[src/hdl/evq_pkg.sv]
package evq_pkg;

  localparam int QUEUES = 4;
  localparam int DEPTH = 16;
  localparam int DMA_CHANNELS = 64;
  localparam int QUICK_CHANNELS = 4;
  localparam logic [4:0] FULL_COUNT = 5'h10;

  // Register byte offsets on the APB side
  localparam logic [11:0] DMA_CHANNEL_QUEUE_MAP_OFS = 12'h000;
  localparam logic [11:0] QUICK_CHANNEL_QUEUE_MAP_OFS = 12'h020;
  localparam logic [11:0] QUEUE_PRIORITY_REG_OFS = 12'h024;
  localparam logic [11:0] WATERMARK_THRESHOLD_OFS = 12'h028;
  localparam logic [11:0] CONTROLLER_ERROR_REG_OFS = 12'h02C;
  localparam logic [11:0] ERROR_MASK_OFS = 12'h030;
  localparam logic [11:0] QUEUE_STATUS_OFS = 12'h040;
  localparam logic [11:0] QUEUE_ENTRY_OFS = 12'h100;
  localparam logic [11:0] QUEUE_ENTRY_END = 12'h200;

  // Field layout
  localparam int MAP_FIELD_WIDTH = 4;
  localparam int MAP_FIELDS_PER_REG = 8;
  localparam int STATUS_HEAD_LSB = 0;
  localparam int STATUS_COUNT_LSB = 8;
  localparam int STATUS_MARK_LSB = 16;
  localparam int STATUS_OVER_BIT = 24;

  // Reset values
  localparam logic [2:0] PRIORITY_RESET = 3'h0;
  localparam logic [3:0] THRESHOLD_RESET = 4'hF;
  localparam logic [3:0] ERROR_MASK_RESET = 4'hF;
  localparam logic [1:0] MAP_RESET = 2'h0;

  typedef enum logic [1:0] {
    TRIG_MANUAL = 2'h0,
    TRIG_EVENT = 2'h1,
    TRIG_CHAINED = 2'h2,
    TRIG_AUTO = 2'h3
  } trig_type;

  typedef struct packed {
    logic quick;
    trig_type trig;
    logic [5:0] number;
  } entry_type;

  typedef enum logic [1:0] {
    BUS_IDLE = 2'h1,
    BUS_RESPOND = 2'h2
  } bus_state_type;

endpackage

[src/hdl/queue_port_if.sv]
`timescale 1ns/1ps
interface queue_port_if;
  logic push;
  evq_pkg::entry_type push_data;
  logic pop;
  logic clr_flag;
  logic [3:0] thresh;
  logic [3:0] rd_index;
  logic [4:0] count;
  logic [3:0] head;
  logic [4:0] high_mark;
  logic over;
  logic exceeding;
  evq_pkg::entry_type head_data;
  evq_pkg::entry_type rd_data;

  modport bank (
    output push, push_data, pop, clr_flag, thresh, rd_index,
    input count, head, high_mark, over, exceeding, head_data, rd_data
  );
  modport queue (
    input push, push_data, pop, clr_flag, thresh, rd_index,
    output count, head, high_mark, over, exceeding, head_data, rd_data
  );
endinterface

[src/hdl/dma_event_queue_bank.sv]
// Decided for this implementation: the register addresses and the APB interface to the registers.
`timescale 1ns/1ps
module dma_event_queue_bank (
  input wire logic mclk,
  input wire logic arst_n,
  input wire logic psel,
  input wire logic penable,
  input wire logic pwrite,
  input wire logic [11:0] paddr,
  input wire logic [31:0] pwdata,
  output logic [31:0] prdata,
  output logic pready,
  output logic pslverr,
  input wire logic evt_valid,
  input wire logic evt_quick,
  input wire logic [5:0] evt_channel,
  input wire evq_pkg::trig_type evt_trig,
  output logic evt_accept,
  input wire logic [3:0] request_ready,
  input wire logic [3:0] ctrl_idle,
  output logic [3:0] request_valid,
  output evq_pkg::entry_type [3:0] request_entry,
  output logic [3:0][2:0] queue_priority,
  output logic err_irq
);

  typedef struct packed {
    logic [evq_pkg::DMA_CHANNELS-1:0][1:0] dma_map;
    logic [evq_pkg::QUICK_CHANNELS-1:0][1:0] quick_map;
    logic [3:0][2:0] prio;
    logic [3:0][3:0] thresh;
    logic [3:0] err;
    logic [3:0] mask;
    logic irq;
    evq_pkg::bus_state_type bus;
    logic pready;
    logic pslverr;
    logic [31:0] prdata;
    logic evt_accept;
    logic [3:0] req_valid;
    evq_pkg::entry_type [3:0] req_entry;
  } bank_state_type;

  bank_state_type st;
  bank_state_type next_st;
  logic [1:0] rst_sync;
  logic rst_n;

  queue_port_if qp [evq_pkg::QUEUES] ();

  logic [3:0] push_q;
  logic [3:0] pop_q;
  logic [3:0] clr_q;
  logic [3:0][4:0] q_count;
  logic [3:0][3:0] q_head;
  logic [3:0][4:0] q_mark;
  logic [3:0] q_over;
  logic [3:0] q_exceeding;
  evq_pkg::entry_type [3:0] q_head_data;
  evq_pkg::entry_type [3:0] q_rd_data;
  evq_pkg::entry_type new_entry;

  // Register selects, shared by the read and the write path so both agree
  typedef struct packed {
    logic dma_map;
    logic quick_map;
    logic prio;
    logic thresh;
    logic err;
    logic mask;
    logic status;
    logic entry;
  } reg_sel_type;

  function automatic reg_sel_type decode_reg(input logic [11:0] addr);
    reg_sel_type sel;
    sel = '0;
    sel.dma_map = addr < evq_pkg::QUICK_CHANNEL_QUEUE_MAP_OFS;
    sel.quick_map = addr == evq_pkg::QUICK_CHANNEL_QUEUE_MAP_OFS;
    sel.prio = addr == evq_pkg::QUEUE_PRIORITY_REG_OFS;
    sel.thresh = addr == evq_pkg::WATERMARK_THRESHOLD_OFS;
    sel.err = addr == evq_pkg::CONTROLLER_ERROR_REG_OFS;
    sel.mask = addr == evq_pkg::ERROR_MASK_OFS;
    sel.status = addr >= evq_pkg::QUEUE_STATUS_OFS
                 && addr < evq_pkg::QUEUE_STATUS_OFS + 12'h010;
    sel.entry = addr >= evq_pkg::QUEUE_ENTRY_OFS && addr < evq_pkg::QUEUE_ENTRY_END;
    return sel;
  endfunction

  // Channel number held by one field of a map register
  function automatic logic [5:0] map_slot(input logic [2:0] reg_index, input int k);
    return 6'(reg_index * evq_pkg::MAP_FIELDS_PER_REG + k);
  endfunction

  // Places a value in the low bits of one nibble-wide field of a word
  function automatic logic [31:0] field_at(input logic [3:0] value, input int slot);
    logic [31:0] word;
    word = '0;
    word[slot*evq_pkg::MAP_FIELD_WIDTH +: evq_pkg::MAP_FIELD_WIDTH] = value;
    return word;
  endfunction

  // Reads one field of a write word
  function automatic logic [3:0] field_of(input logic [31:0] word, input int slot);
    return word[slot*evq_pkg::MAP_FIELD_WIDTH +: evq_pkg::MAP_FIELD_WIDTH];
  endfunction

  function automatic logic [31:0] status_word(input logic [3:0] head, input logic [4:0] count,
                                              input logic [4:0] mark, input logic over);
    logic [31:0] word;
    word = '0;
    word[evq_pkg::STATUS_HEAD_LSB +: 4] = head;
    word[evq_pkg::STATUS_COUNT_LSB +: 5] = count;
    word[evq_pkg::STATUS_MARK_LSB +: 5] = mark;
    word[evq_pkg::STATUS_OVER_BIT] = over;
    return word;
  endfunction

  // Reset release through two flip-flops, assertion stays asynchronous
  always_ff @(posedge mclk or negedge arst_n) begin
    if (!arst_n) begin
      rst_sync <= 2'h0;
    end else begin
      rst_sync <= {rst_sync[0], 1'b1};
    end
  end
  assign rst_n = rst_sync[1];

  for (genvar g = 0; g < evq_pkg::QUEUES; g++) begin : g_queue
    assign qp[g].push = push_q[g];
    assign qp[g].push_data = new_entry;
    assign qp[g].pop = pop_q[g];
    assign qp[g].clr_flag = clr_q[g];
    assign qp[g].thresh = st.thresh[g];
    assign qp[g].rd_index = paddr[5:2];
    assign q_count[g] = qp[g].count;
    assign q_head[g] = qp[g].head;
    assign q_mark[g] = qp[g].high_mark;
    assign q_over[g] = qp[g].over;
    assign q_exceeding[g] = qp[g].exceeding;
    assign q_head_data[g] = qp[g].head_data;
    assign q_rd_data[g] = qp[g].rd_data;

    event_queue queue_inst (
      .mclk(mclk),
      .rst_n(rst_n),
      .port(qp[g])
    );
  end

  always_comb begin
    logic [1:0] target;
    logic unloaded;
    logic [2:0] map_reg;
    logic [1:0] sel_q;
    logic wr_ack;
    reg_sel_type sel;
    next_st = st;
    push_q = 4'h0;
    pop_q = 4'h0;
    clr_q = 4'h0;
    target = 2'h0;
    unloaded = 1'b0;
    map_reg = paddr[4:2];
    sel_q = paddr[7:6];
    wr_ack = 1'b0;
    sel = decode_reg(paddr);
    new_entry.quick = evt_quick;
    new_entry.trig = evt_trig;
    new_entry.number = evt_channel;

    // A controller taking a request frees its submission slot
    for (int q = 0; q < evq_pkg::QUEUES; q++) begin
      if (st.req_valid[q] && request_ready[q]) begin
        next_st.req_valid[q] = 1'b0;
      end
    end

    // Accept one event per handshake; a refused event simply stays pending upstream
    next_st.evt_accept = 1'b0;
    if (evt_valid && !st.evt_accept) begin
      if (evt_quick) begin
        target = st.quick_map[evt_channel[1:0]];
      end else begin
        target = st.dma_map[evt_channel];
      end
      if (q_count[target] == 5'h00 && ctrl_idle[target] && !st.req_valid[target]) begin
        next_st.req_valid[target] = 1'b1;
        next_st.req_entry[target] = new_entry;
        next_st.evt_accept = 1'b1;
      end else if (q_count[target] != evq_pkg::FULL_COUNT) begin
        push_q[target] = 1'b1;
        next_st.evt_accept = 1'b1;
      end
    end

    // One head per cycle goes to parameter processing; lowest queue number wins
    for (int q = 0; q < evq_pkg::QUEUES; q++) begin
      if (!unloaded && q_count[q] != 5'h00 && request_ready[q] && !st.req_valid[q]) begin
        pop_q[q] = 1'b1;
        next_st.req_valid[q] = 1'b1;
        next_st.req_entry[q] = q_head_data[q];
        unloaded = 1'b1;
      end
    end

    // APB slave: read data is captured in the first access cycle, pready follows
    unique case (st.bus)
      evq_pkg::BUS_IDLE: begin
        next_st.pready = 1'b0;
        if (psel && penable) begin
          next_st.bus = evq_pkg::BUS_RESPOND;
          next_st.pready = 1'b1;
          next_st.pslverr = 1'b0;
          next_st.prdata = 32'h0000_0000;
          if (paddr[1:0] != 2'h0) begin
            next_st.pslverr = 1'b1;
          end else if (sel.dma_map) begin
            for (int k = 0; k < evq_pkg::MAP_FIELDS_PER_REG; k++) begin
              next_st.prdata = next_st.prdata
                | field_at({2'h0, st.dma_map[map_slot(map_reg, k)]}, k);
            end
          end else if (sel.quick_map) begin
            for (int k = 0; k < evq_pkg::QUICK_CHANNELS; k++) begin
              next_st.prdata = next_st.prdata | field_at({2'h0, st.quick_map[k]}, k);
            end
          end else if (sel.prio) begin
            for (int k = 0; k < evq_pkg::QUEUES; k++) begin
              next_st.prdata = next_st.prdata | field_at({1'b0, st.prio[k]}, k);
            end
          end else if (sel.thresh) begin
            for (int k = 0; k < evq_pkg::QUEUES; k++) begin
              next_st.prdata = next_st.prdata | field_at(st.thresh[k], k);
            end
          end else if (sel.err) begin
            next_st.prdata = {28'h0000000, st.err};
          end else if (sel.mask) begin
            next_st.prdata = {28'h0000000, st.mask};
          end else if (sel.status) begin
            next_st.prdata = status_word(q_head[paddr[3:2]], q_count[paddr[3:2]],
                                         q_mark[paddr[3:2]], q_over[paddr[3:2]]);
          end else if (sel.entry) begin
            next_st.prdata = {23'h000000, q_rd_data[sel_q]};
          end else begin
            next_st.pslverr = 1'b1;
          end
        end
      end
      evq_pkg::BUS_RESPOND: begin
        // The master samples pready here, so writes land on this same edge
        next_st.bus = evq_pkg::BUS_IDLE;
        next_st.pready = 1'b0;
        next_st.pslverr = 1'b0;
        wr_ack = psel && penable && pwrite && !st.pslverr;
      end
      default: begin
        next_st.bus = evq_pkg::BUS_IDLE;
        next_st.pready = 1'b0;
      end
    endcase

    if (wr_ack) begin
      if (sel.dma_map) begin
        for (int k = 0; k < evq_pkg::MAP_FIELDS_PER_REG; k++) begin
          next_st.dma_map[map_slot(map_reg, k)] = 2'(field_of(pwdata, k));
        end
      end else if (sel.quick_map) begin
        for (int k = 0; k < evq_pkg::QUICK_CHANNELS; k++) begin
          next_st.quick_map[k] = 2'(field_of(pwdata, k));
        end
      end else if (sel.prio) begin
        for (int k = 0; k < evq_pkg::QUEUES; k++) begin
          next_st.prio[k] = 3'(field_of(pwdata, k));
        end
      end else if (sel.thresh) begin
        for (int k = 0; k < evq_pkg::QUEUES; k++) begin
          next_st.thresh[k] = field_of(pwdata, k);
        end
      end else if (sel.err) begin
        next_st.err = st.err & ~pwdata[3:0];
        clr_q = pwdata[3:0];
      end else if (sel.mask) begin
        next_st.mask = pwdata[3:0];
      end
    end

    // A queue still over its threshold re-sets its bit even while being cleared
    for (int q = 0; q < evq_pkg::QUEUES; q++) begin
      if (q_exceeding[q]) begin
        next_st.err[q] = 1'b1;
      end
    end
    next_st.irq = |(next_st.err & next_st.mask);
  end

  always_ff @(posedge mclk or negedge rst_n) begin
    if (!rst_n) begin
      st.dma_map <= {evq_pkg::DMA_CHANNELS{evq_pkg::MAP_RESET}};
      st.quick_map <= {evq_pkg::QUICK_CHANNELS{evq_pkg::MAP_RESET}};
      st.prio <= {evq_pkg::QUEUES{evq_pkg::PRIORITY_RESET}};
      st.thresh <= {evq_pkg::QUEUES{evq_pkg::THRESHOLD_RESET}};
      st.err <= 4'h0;
      st.mask <= evq_pkg::ERROR_MASK_RESET;
      st.irq <= 1'b0;
      st.bus <= evq_pkg::BUS_IDLE;
      st.pready <= 1'b0;
      st.pslverr <= 1'b0;
      st.prdata <= 32'h0000_0000;
      st.evt_accept <= 1'b0;
      st.req_valid <= 4'h0;
      st.req_entry <= '0;
    end else begin
      st <= next_st;
    end
  end

  assign prdata = st.prdata;
  assign pready = st.pready;
  assign pslverr = st.pslverr;
  assign evt_accept = st.evt_accept;
  assign request_valid = st.req_valid;
  assign request_entry = st.req_entry;
  assign queue_priority = st.prio;
  assign err_irq = st.irq;

endmodule

[src/hdl/event_queue.sv]
`timescale 1ns/1ps
module event_queue (
  input wire logic mclk,
  input wire logic rst_n,
  queue_port_if.queue port
);

  typedef struct packed {
    evq_pkg::entry_type [evq_pkg::DEPTH-1:0] entries;
    logic [3:0] head;
    logic [4:0] count;
    logic [4:0] high_mark;
    logic over;
  } queue_state_type;

  queue_state_type st;
  queue_state_type next_st;

  always_comb begin
    next_st = st;
    // Circular storage: the tail is head plus count, old entries stay as history
    if (port.push) begin
      next_st.entries[4'(st.head + st.count[3:0])] = port.push_data;
    end
    if (port.pop) begin
      next_st.head = 4'(st.head + 4'h1);
    end
    next_st.count = 5'(st.count + {4'h0, port.push} - {4'h0, port.pop});
    if (next_st.count > st.high_mark) begin
      next_st.high_mark = next_st.count;
    end
    if (port.clr_flag) begin
      next_st.over = 1'b0;
    end
    // Set wins over a clear in the same cycle
    if (st.count > {1'b0, port.thresh}) begin
      next_st.over = 1'b1;
    end
  end

  always_ff @(posedge mclk or negedge rst_n) begin
    if (!rst_n) begin
      st <= '0;
    end else begin
      st <= next_st;
    end
  end

  assign port.count = st.count;
  assign port.head = st.head;
  assign port.high_mark = st.high_mark;
  assign port.over = st.over;
  assign port.exceeding = st.count > {1'b0, port.thresh};
  assign port.head_data = st.entries[st.head];
  assign port.rd_data = st.entries[port.rd_index];

endmodule

[config.mk]
export PLATFORM = sky130hd
export DESIGN_NAME = dma_event_queue_bank
export DESIGN_NICKNAME = d
export VERILOG_FILES = /design/src/hdl/evq_pkg.sv /design/src/hdl/queue_port_if.sv /design/src/hdl/dma_event_queue_bank.sv /design/src/hdl/event_queue.sv
export SDC_FILE = /design/constraint.sdc
export NUM_CORES = 2
export LEC_CHECK = 0
export BUFFER_PORTS_ARGS = -buffer_cell sky130_fd_sc_hd__buf_2
export CAP_MARGIN = 10
export CORE_ASPECT_RATIO = 0.9
export CORE_MARGIN = 2
export CORE_UTILIZATION = 50
export CTS_BUF_LIST = sky130_fd_sc_hd__clkbuf_8
export CTS_CLUSTER_SIZE = 25
export DETAILED_ROUTE_END_ITERATION = 8
export PLACE_DENSITY_LB_ADDON = 0.3
export SETUP_SLACK_MARGIN = 0.3
export SYNTH_ARGS = -nofsm -noshare
export SYNTH_HDL_FRONTEND = slang
export SYNTH_SLANG_ARGS = --single-unit
[constraint.sdc]
create_clock -name mclk -period 40.4 [get_ports mclk]
set_clock_uncertainty 0.2 [all_clocks]
set_input_delay 8.08 -clock mclk [delete_from_list [all_inputs] [get_ports mclk]]
set_output_delay 8.08 -clock mclk [all_outputs]
set_load 0.1 [all_outputs]
==> reports/results.ini <==
[outcome]
run_status = finished clean

[layout]
layout.filler_cells = 7772
multiInputGateArea_sq_um = 24300
fin_util = 0.547
final_common_cell = sky130_fd_sc_hd__dfrtp_1
final-seq-area_sq_um = 22100
fraction_of_final_layout_cells_with_drive_strength_greater_than_1 = 0.467
syn_to_final_growth_pct = 8.95
layout_common_cells = 852 x sky130_fd_sc_hd__dfrtp_1, 725 x sky130_fd_sc_hd__mux2_2, 423 x sky130_fd_sc_hd__mux4_2
finish.net_count = 3524

[timing]
final_max_slew_viol_count = 0
post-route-period-util = 0.348
setup_viol = 0
headroom_to_the_max_slew_limit = 0.184
max_freq_mhz = 71.2
fin_setup_tns_ps = 0
tightest_slew_ps = 1210
setup_repair_after_global_routing_missed_its_margin = false
final_period_minus_worst_setup_slack_ps = 14050
hold_viol = 0

[global_routing]
globalRouteTotalUtil = 0.272
number_of_global_route_vias_before_repair = 31114
pin_count_of_the_biggest_net_entering_global_routing = 155
antenna_found_initial = 6
grt_remaining_overflow = 0
wire_length_of_the_first_global_routing_pass_mm = 201

[yosys]
ys_types = 73
muxShareOfSynthArea = 0.391
synth_top_family_by_area = multiplexers
synth-simple-area-share = 0.0465
synth_ff_type = sky130_fd_sc_hd__dfrtp_1
ys_seq_area_frac = 0.458
synth-seq-cells = 882
asyncSetResetFlopFracSynth = 1.00
syn_std_cell_area_sq_um = 48200
ys_warn_count = 0
synth_enable_flop_cells = 0
synth_compound_gate_area_share = 0.0334
synthesis.area_per_instance_sq_um = 14.4
synthesis.instances = 3340
synth-xor-area-share = 0.00835
synth_adder_area_share = 0.0230

[hold_path]
min_path_type = flip-flop to flip-flop
timing.hold.worst_endpoint = rst_sync[1]
hold_path.startpoint = rst_sync[0]
hold_depth = 0

[cts]
clock-sinks = 882
post_cts_hold_buffer_count = 0
cts.clk_slew.worst_paths_ps = 60
h-tree-depth = 4
tritoncts.num_buffers = 154
ctsResizeCount = 0
clkLatencyLatePin_ps = 860
cts_post_setup_buffers_inserted = 0
clock_tree.root_cell = sky130_fd_sc_hd__clkbuf_8
cts_tree = yes
clock_tree.buffer_depth = 3

[detailed_routing]
total_via_count_in_the_routed_design = 30438
dr_top_layer = met5
met2WireLength_mm = 60.8
detail_route.first_pass.iterations = 5
detail-route-antenna-nets = 0
wl_met3_mm = 10.4
wl_met1_mm = 57.0
totalWireLength_mm = 133
detail_route.iter0.violations = 2746
drcViolationCount = 0
route.detailed.vias_per_inst = 6.40
post_drt_wl_per_cell_microns = 27.9

[floorplanning]
placeableCoreArea_sq_um = 96100
fp-row-count = 108
ioPinCount = 155
starting_density_of_the_core = 0.502
die_height_microns = 299
die_outline_area_sq_um = 99000
floorplan.die.width_microns = 331

[power_and_ir_drop]
pwr-share-comb = 0.395
seqPwrFrac = 0.372
power_switching_share = 0.387
power_report.internal_total_mw = 2.15
static-leakage-power_nw = 24.4
total_power_mw = 3.51
max-vdd-ir-drop_v = 0.0000605
clock_power_share = 0.233
power.density_nw_per_um2 = 66.9
netSwitchingPower_mw = 1.36

[setup_path]
critical_path.startpoint_type = input port
startpoint_of_the_worst_slack_reg_to_reg_timing_path = st[167]
ff2ff_path_depth = 17
timing.critical_path.to_type = flip-flop
critical_path_arrival_ps = 14570
worst-path-max-fanout = 70
crit_path_start = evt_channel[1]
ff2ff_setup_slack_ps = 34490
setup.worst_path.class = input port to flip-flop
critPathRequiredTime_ps = 40920
capturing_point_of_the_worst_reg2reg_path = g_queue[2].queue_inst.port.high_mark[0]

[place]
detailedPlacementHpwl_mm = 84.1
io_buffers = 140
gp_routability_congestion = 0.938

[job]
timing.max_cap.violations = 0

==> power by group through the flow <==
| stage | sequential (mW) | clock (mW) | combinational [mW] |
|---|---|---|---|
| after CTS | 1.30 | 0.835 | 1.39 |
| after detailed placement | 1.32 | 0 | 1.38 |
| after global routing | 1.33 | 0.878 | 1.50 |
| final | 1.31 | 0.819 | 1.39 |
| after floorplan | 1.24 | 0 | 1.15 |
| after global placement | 1.30 | 0 | 1.36 |
==> routing by layer <==
metal | vias to the layer above | GRT usage
li1 | 12777 | -
met1 | 16224 | 0.388
met2 | 1157 | 0.412
met3 | 276 | 0.0618
met4 | 4 | 0.101
met5 | - | 0
==> cell usage after synthesis (13+ instances only) <==
master,instances,area share
sky130_fd_sc_hd__nor2_1,89,0.0069
sky130_fd_sc_hd__a21oi_1,84,0.0087
sky130_fd_sc_hd__mux4_2,423,0.20
sky130_fd_sc_hd__xnor2_1,30,0.0054
sky130_fd_sc_hd__nand2_1,116,0.0090
sky130_fd_sc_hd__buf_2,22,0.0023
sky130_fd_sc_hd__inv_1,75,0.0058
sky130_fd_sc_hd__ha_1,76,0.020
sky130_fd_sc_hd__nor3_1,15,0.0016
sky130_fd_sc_hd__clkbuf_1,167,0.013
sky130_fd_sc_hd__a21o_1,18,0.0028
sky130_fd_sc_hd__mux2_1,13,0.0030
sky130_fd_sc_hd__nand4b_1,18,0.0033
sky130_fd_sc_hd__buf_4,85,0.013
sky130_fd_sc_hd__dfstp_2,21,0.011
sky130_fd_sc_hd__buf_1,46,0.0036
sky130_fd_sc_hd__nor2b_1,19,0.0025
sky130_fd_sc_hd__nand2b_1,19,0.0025
sky130_fd_sc_hd__a22oi_1,25,0.0039
sky130_fd_sc_hd__o21ai_0,70,0.0073
sky130_fd_sc_hd__mux2_2,725,0.17
sky130_fd_sc_hd__dfrtp_1,861,0.45
sky130_fd_sc_hd__xor2_1,16,0.0029
sky130_fd_sc_hd__nand4_1,17,0.0022
sky130_fd_sc_hd__nand3_1,29,0.0030
sky130_fd_sc_hd__mux2i_1,101,0.021
==> cells by family (layout without fill, tap and decap cells) <==
logic type / Yosys count / count (layout)
muxes: 1262 / 1262
DFF: 882 / 882
and+or+nand+nor: 404 / 404
buffers and inverters: 403 / 549
AOI/OAI and AO/OA: 257 / 257
adders and majority gates: 84 / 84
xor gates and xnor gates: 46 / 46
other: 2 / 10
==> stage by stage <==
step	setup WS (ps)	area (sq um)	hold slack, ps	instances
after floorplan	13830	48300	131	3345
after global placement	25540	49500	135	4482
after detailed placement	25510	49500	139	4482
after CTS	26400	52500	152	4756
after global routing	25910	52500	155	4758
final	26350	52500	149	4759
==> critical path, stage by stage <==
cell and delay, ps:
sky130_fd_sc_hd__buf_6 480, sky130_fd_sc_hd__buf_4 810, sky130_fd_sc_hd__mux2i_1 180, sky130_fd_sc_hd__a22oi_1 210, sky130_fd_sc_hd__a21boi_0 120, sky130_fd_sc_hd__o41ai_1 840, sky130_fd_sc_hd__or2_1 390, sky130_fd_sc_hd__nand3_1 670
sky130_fd_sc_hd__nor2_1 310, sky130_fd_sc_hd__ha_1 240, sky130_fd_sc_hd__fa_1 480, sky130_fd_sc_hd__ha_1 310, sky130_fd_sc_hd__nor2b_1 130, sky130_fd_sc_hd__o21a_1 130, sky130_fd_sc_hd__o21ai_0 90, sky130_fd_sc_hd__nand2b_1 80
sky130_fd_sc_hd__a21oi_1 60, sky130_fd_sc_hd__a31oi_1 500, sky130_fd_sc_hd__mux2_2 410
==> final cells by class <==
type / instances / area share
Multi-Input combinational cell: 2060 / 0.462
Sequential cell: 882 / 0.421
Clock buffer: 188 / 0.0492
Tap cell: 1265 / 0.0301
Timing Repair Buffer: 199 / 0.0231
Clock inverter: 86 / 0.00900
Inverter: 76 / 0.00543
Antenna cell: 3 / 0.000143
==> worst max-delay path by stage <==
stage | end | slack, ps | cells past startpoint
finish | g_queue[2].queue_inst.port.high_mark[0] | 26350 | 19
global route | g_queue[3].queue_inst.port.high_mark[0] | 25910 | 19
CTS | g_queue[3].queue_inst.port.high_mark[0] | 26400 | 19
detailed placement | g_queue[3].queue_inst.port.high_mark[0] | 25510 | 19
global placement | g_queue[3].queue_inst.port.high_mark[0] | 25540 | 19
floorplan | err_irq | 13830 | 0
==> state kept, by name, summed over array words and instances, names as in the netlist, 16 cells and up <==
name and flops:
g_queue.queue_inst.st 576, st 146, request_entry 36, prdata 26
g_queue.queue_inst.port.count 20, g_queue.queue_inst.port.high_mark 20, g_queue.queue_inst.port.head 16, qp.thresh 16
Power figures use the tool's default switching activity.
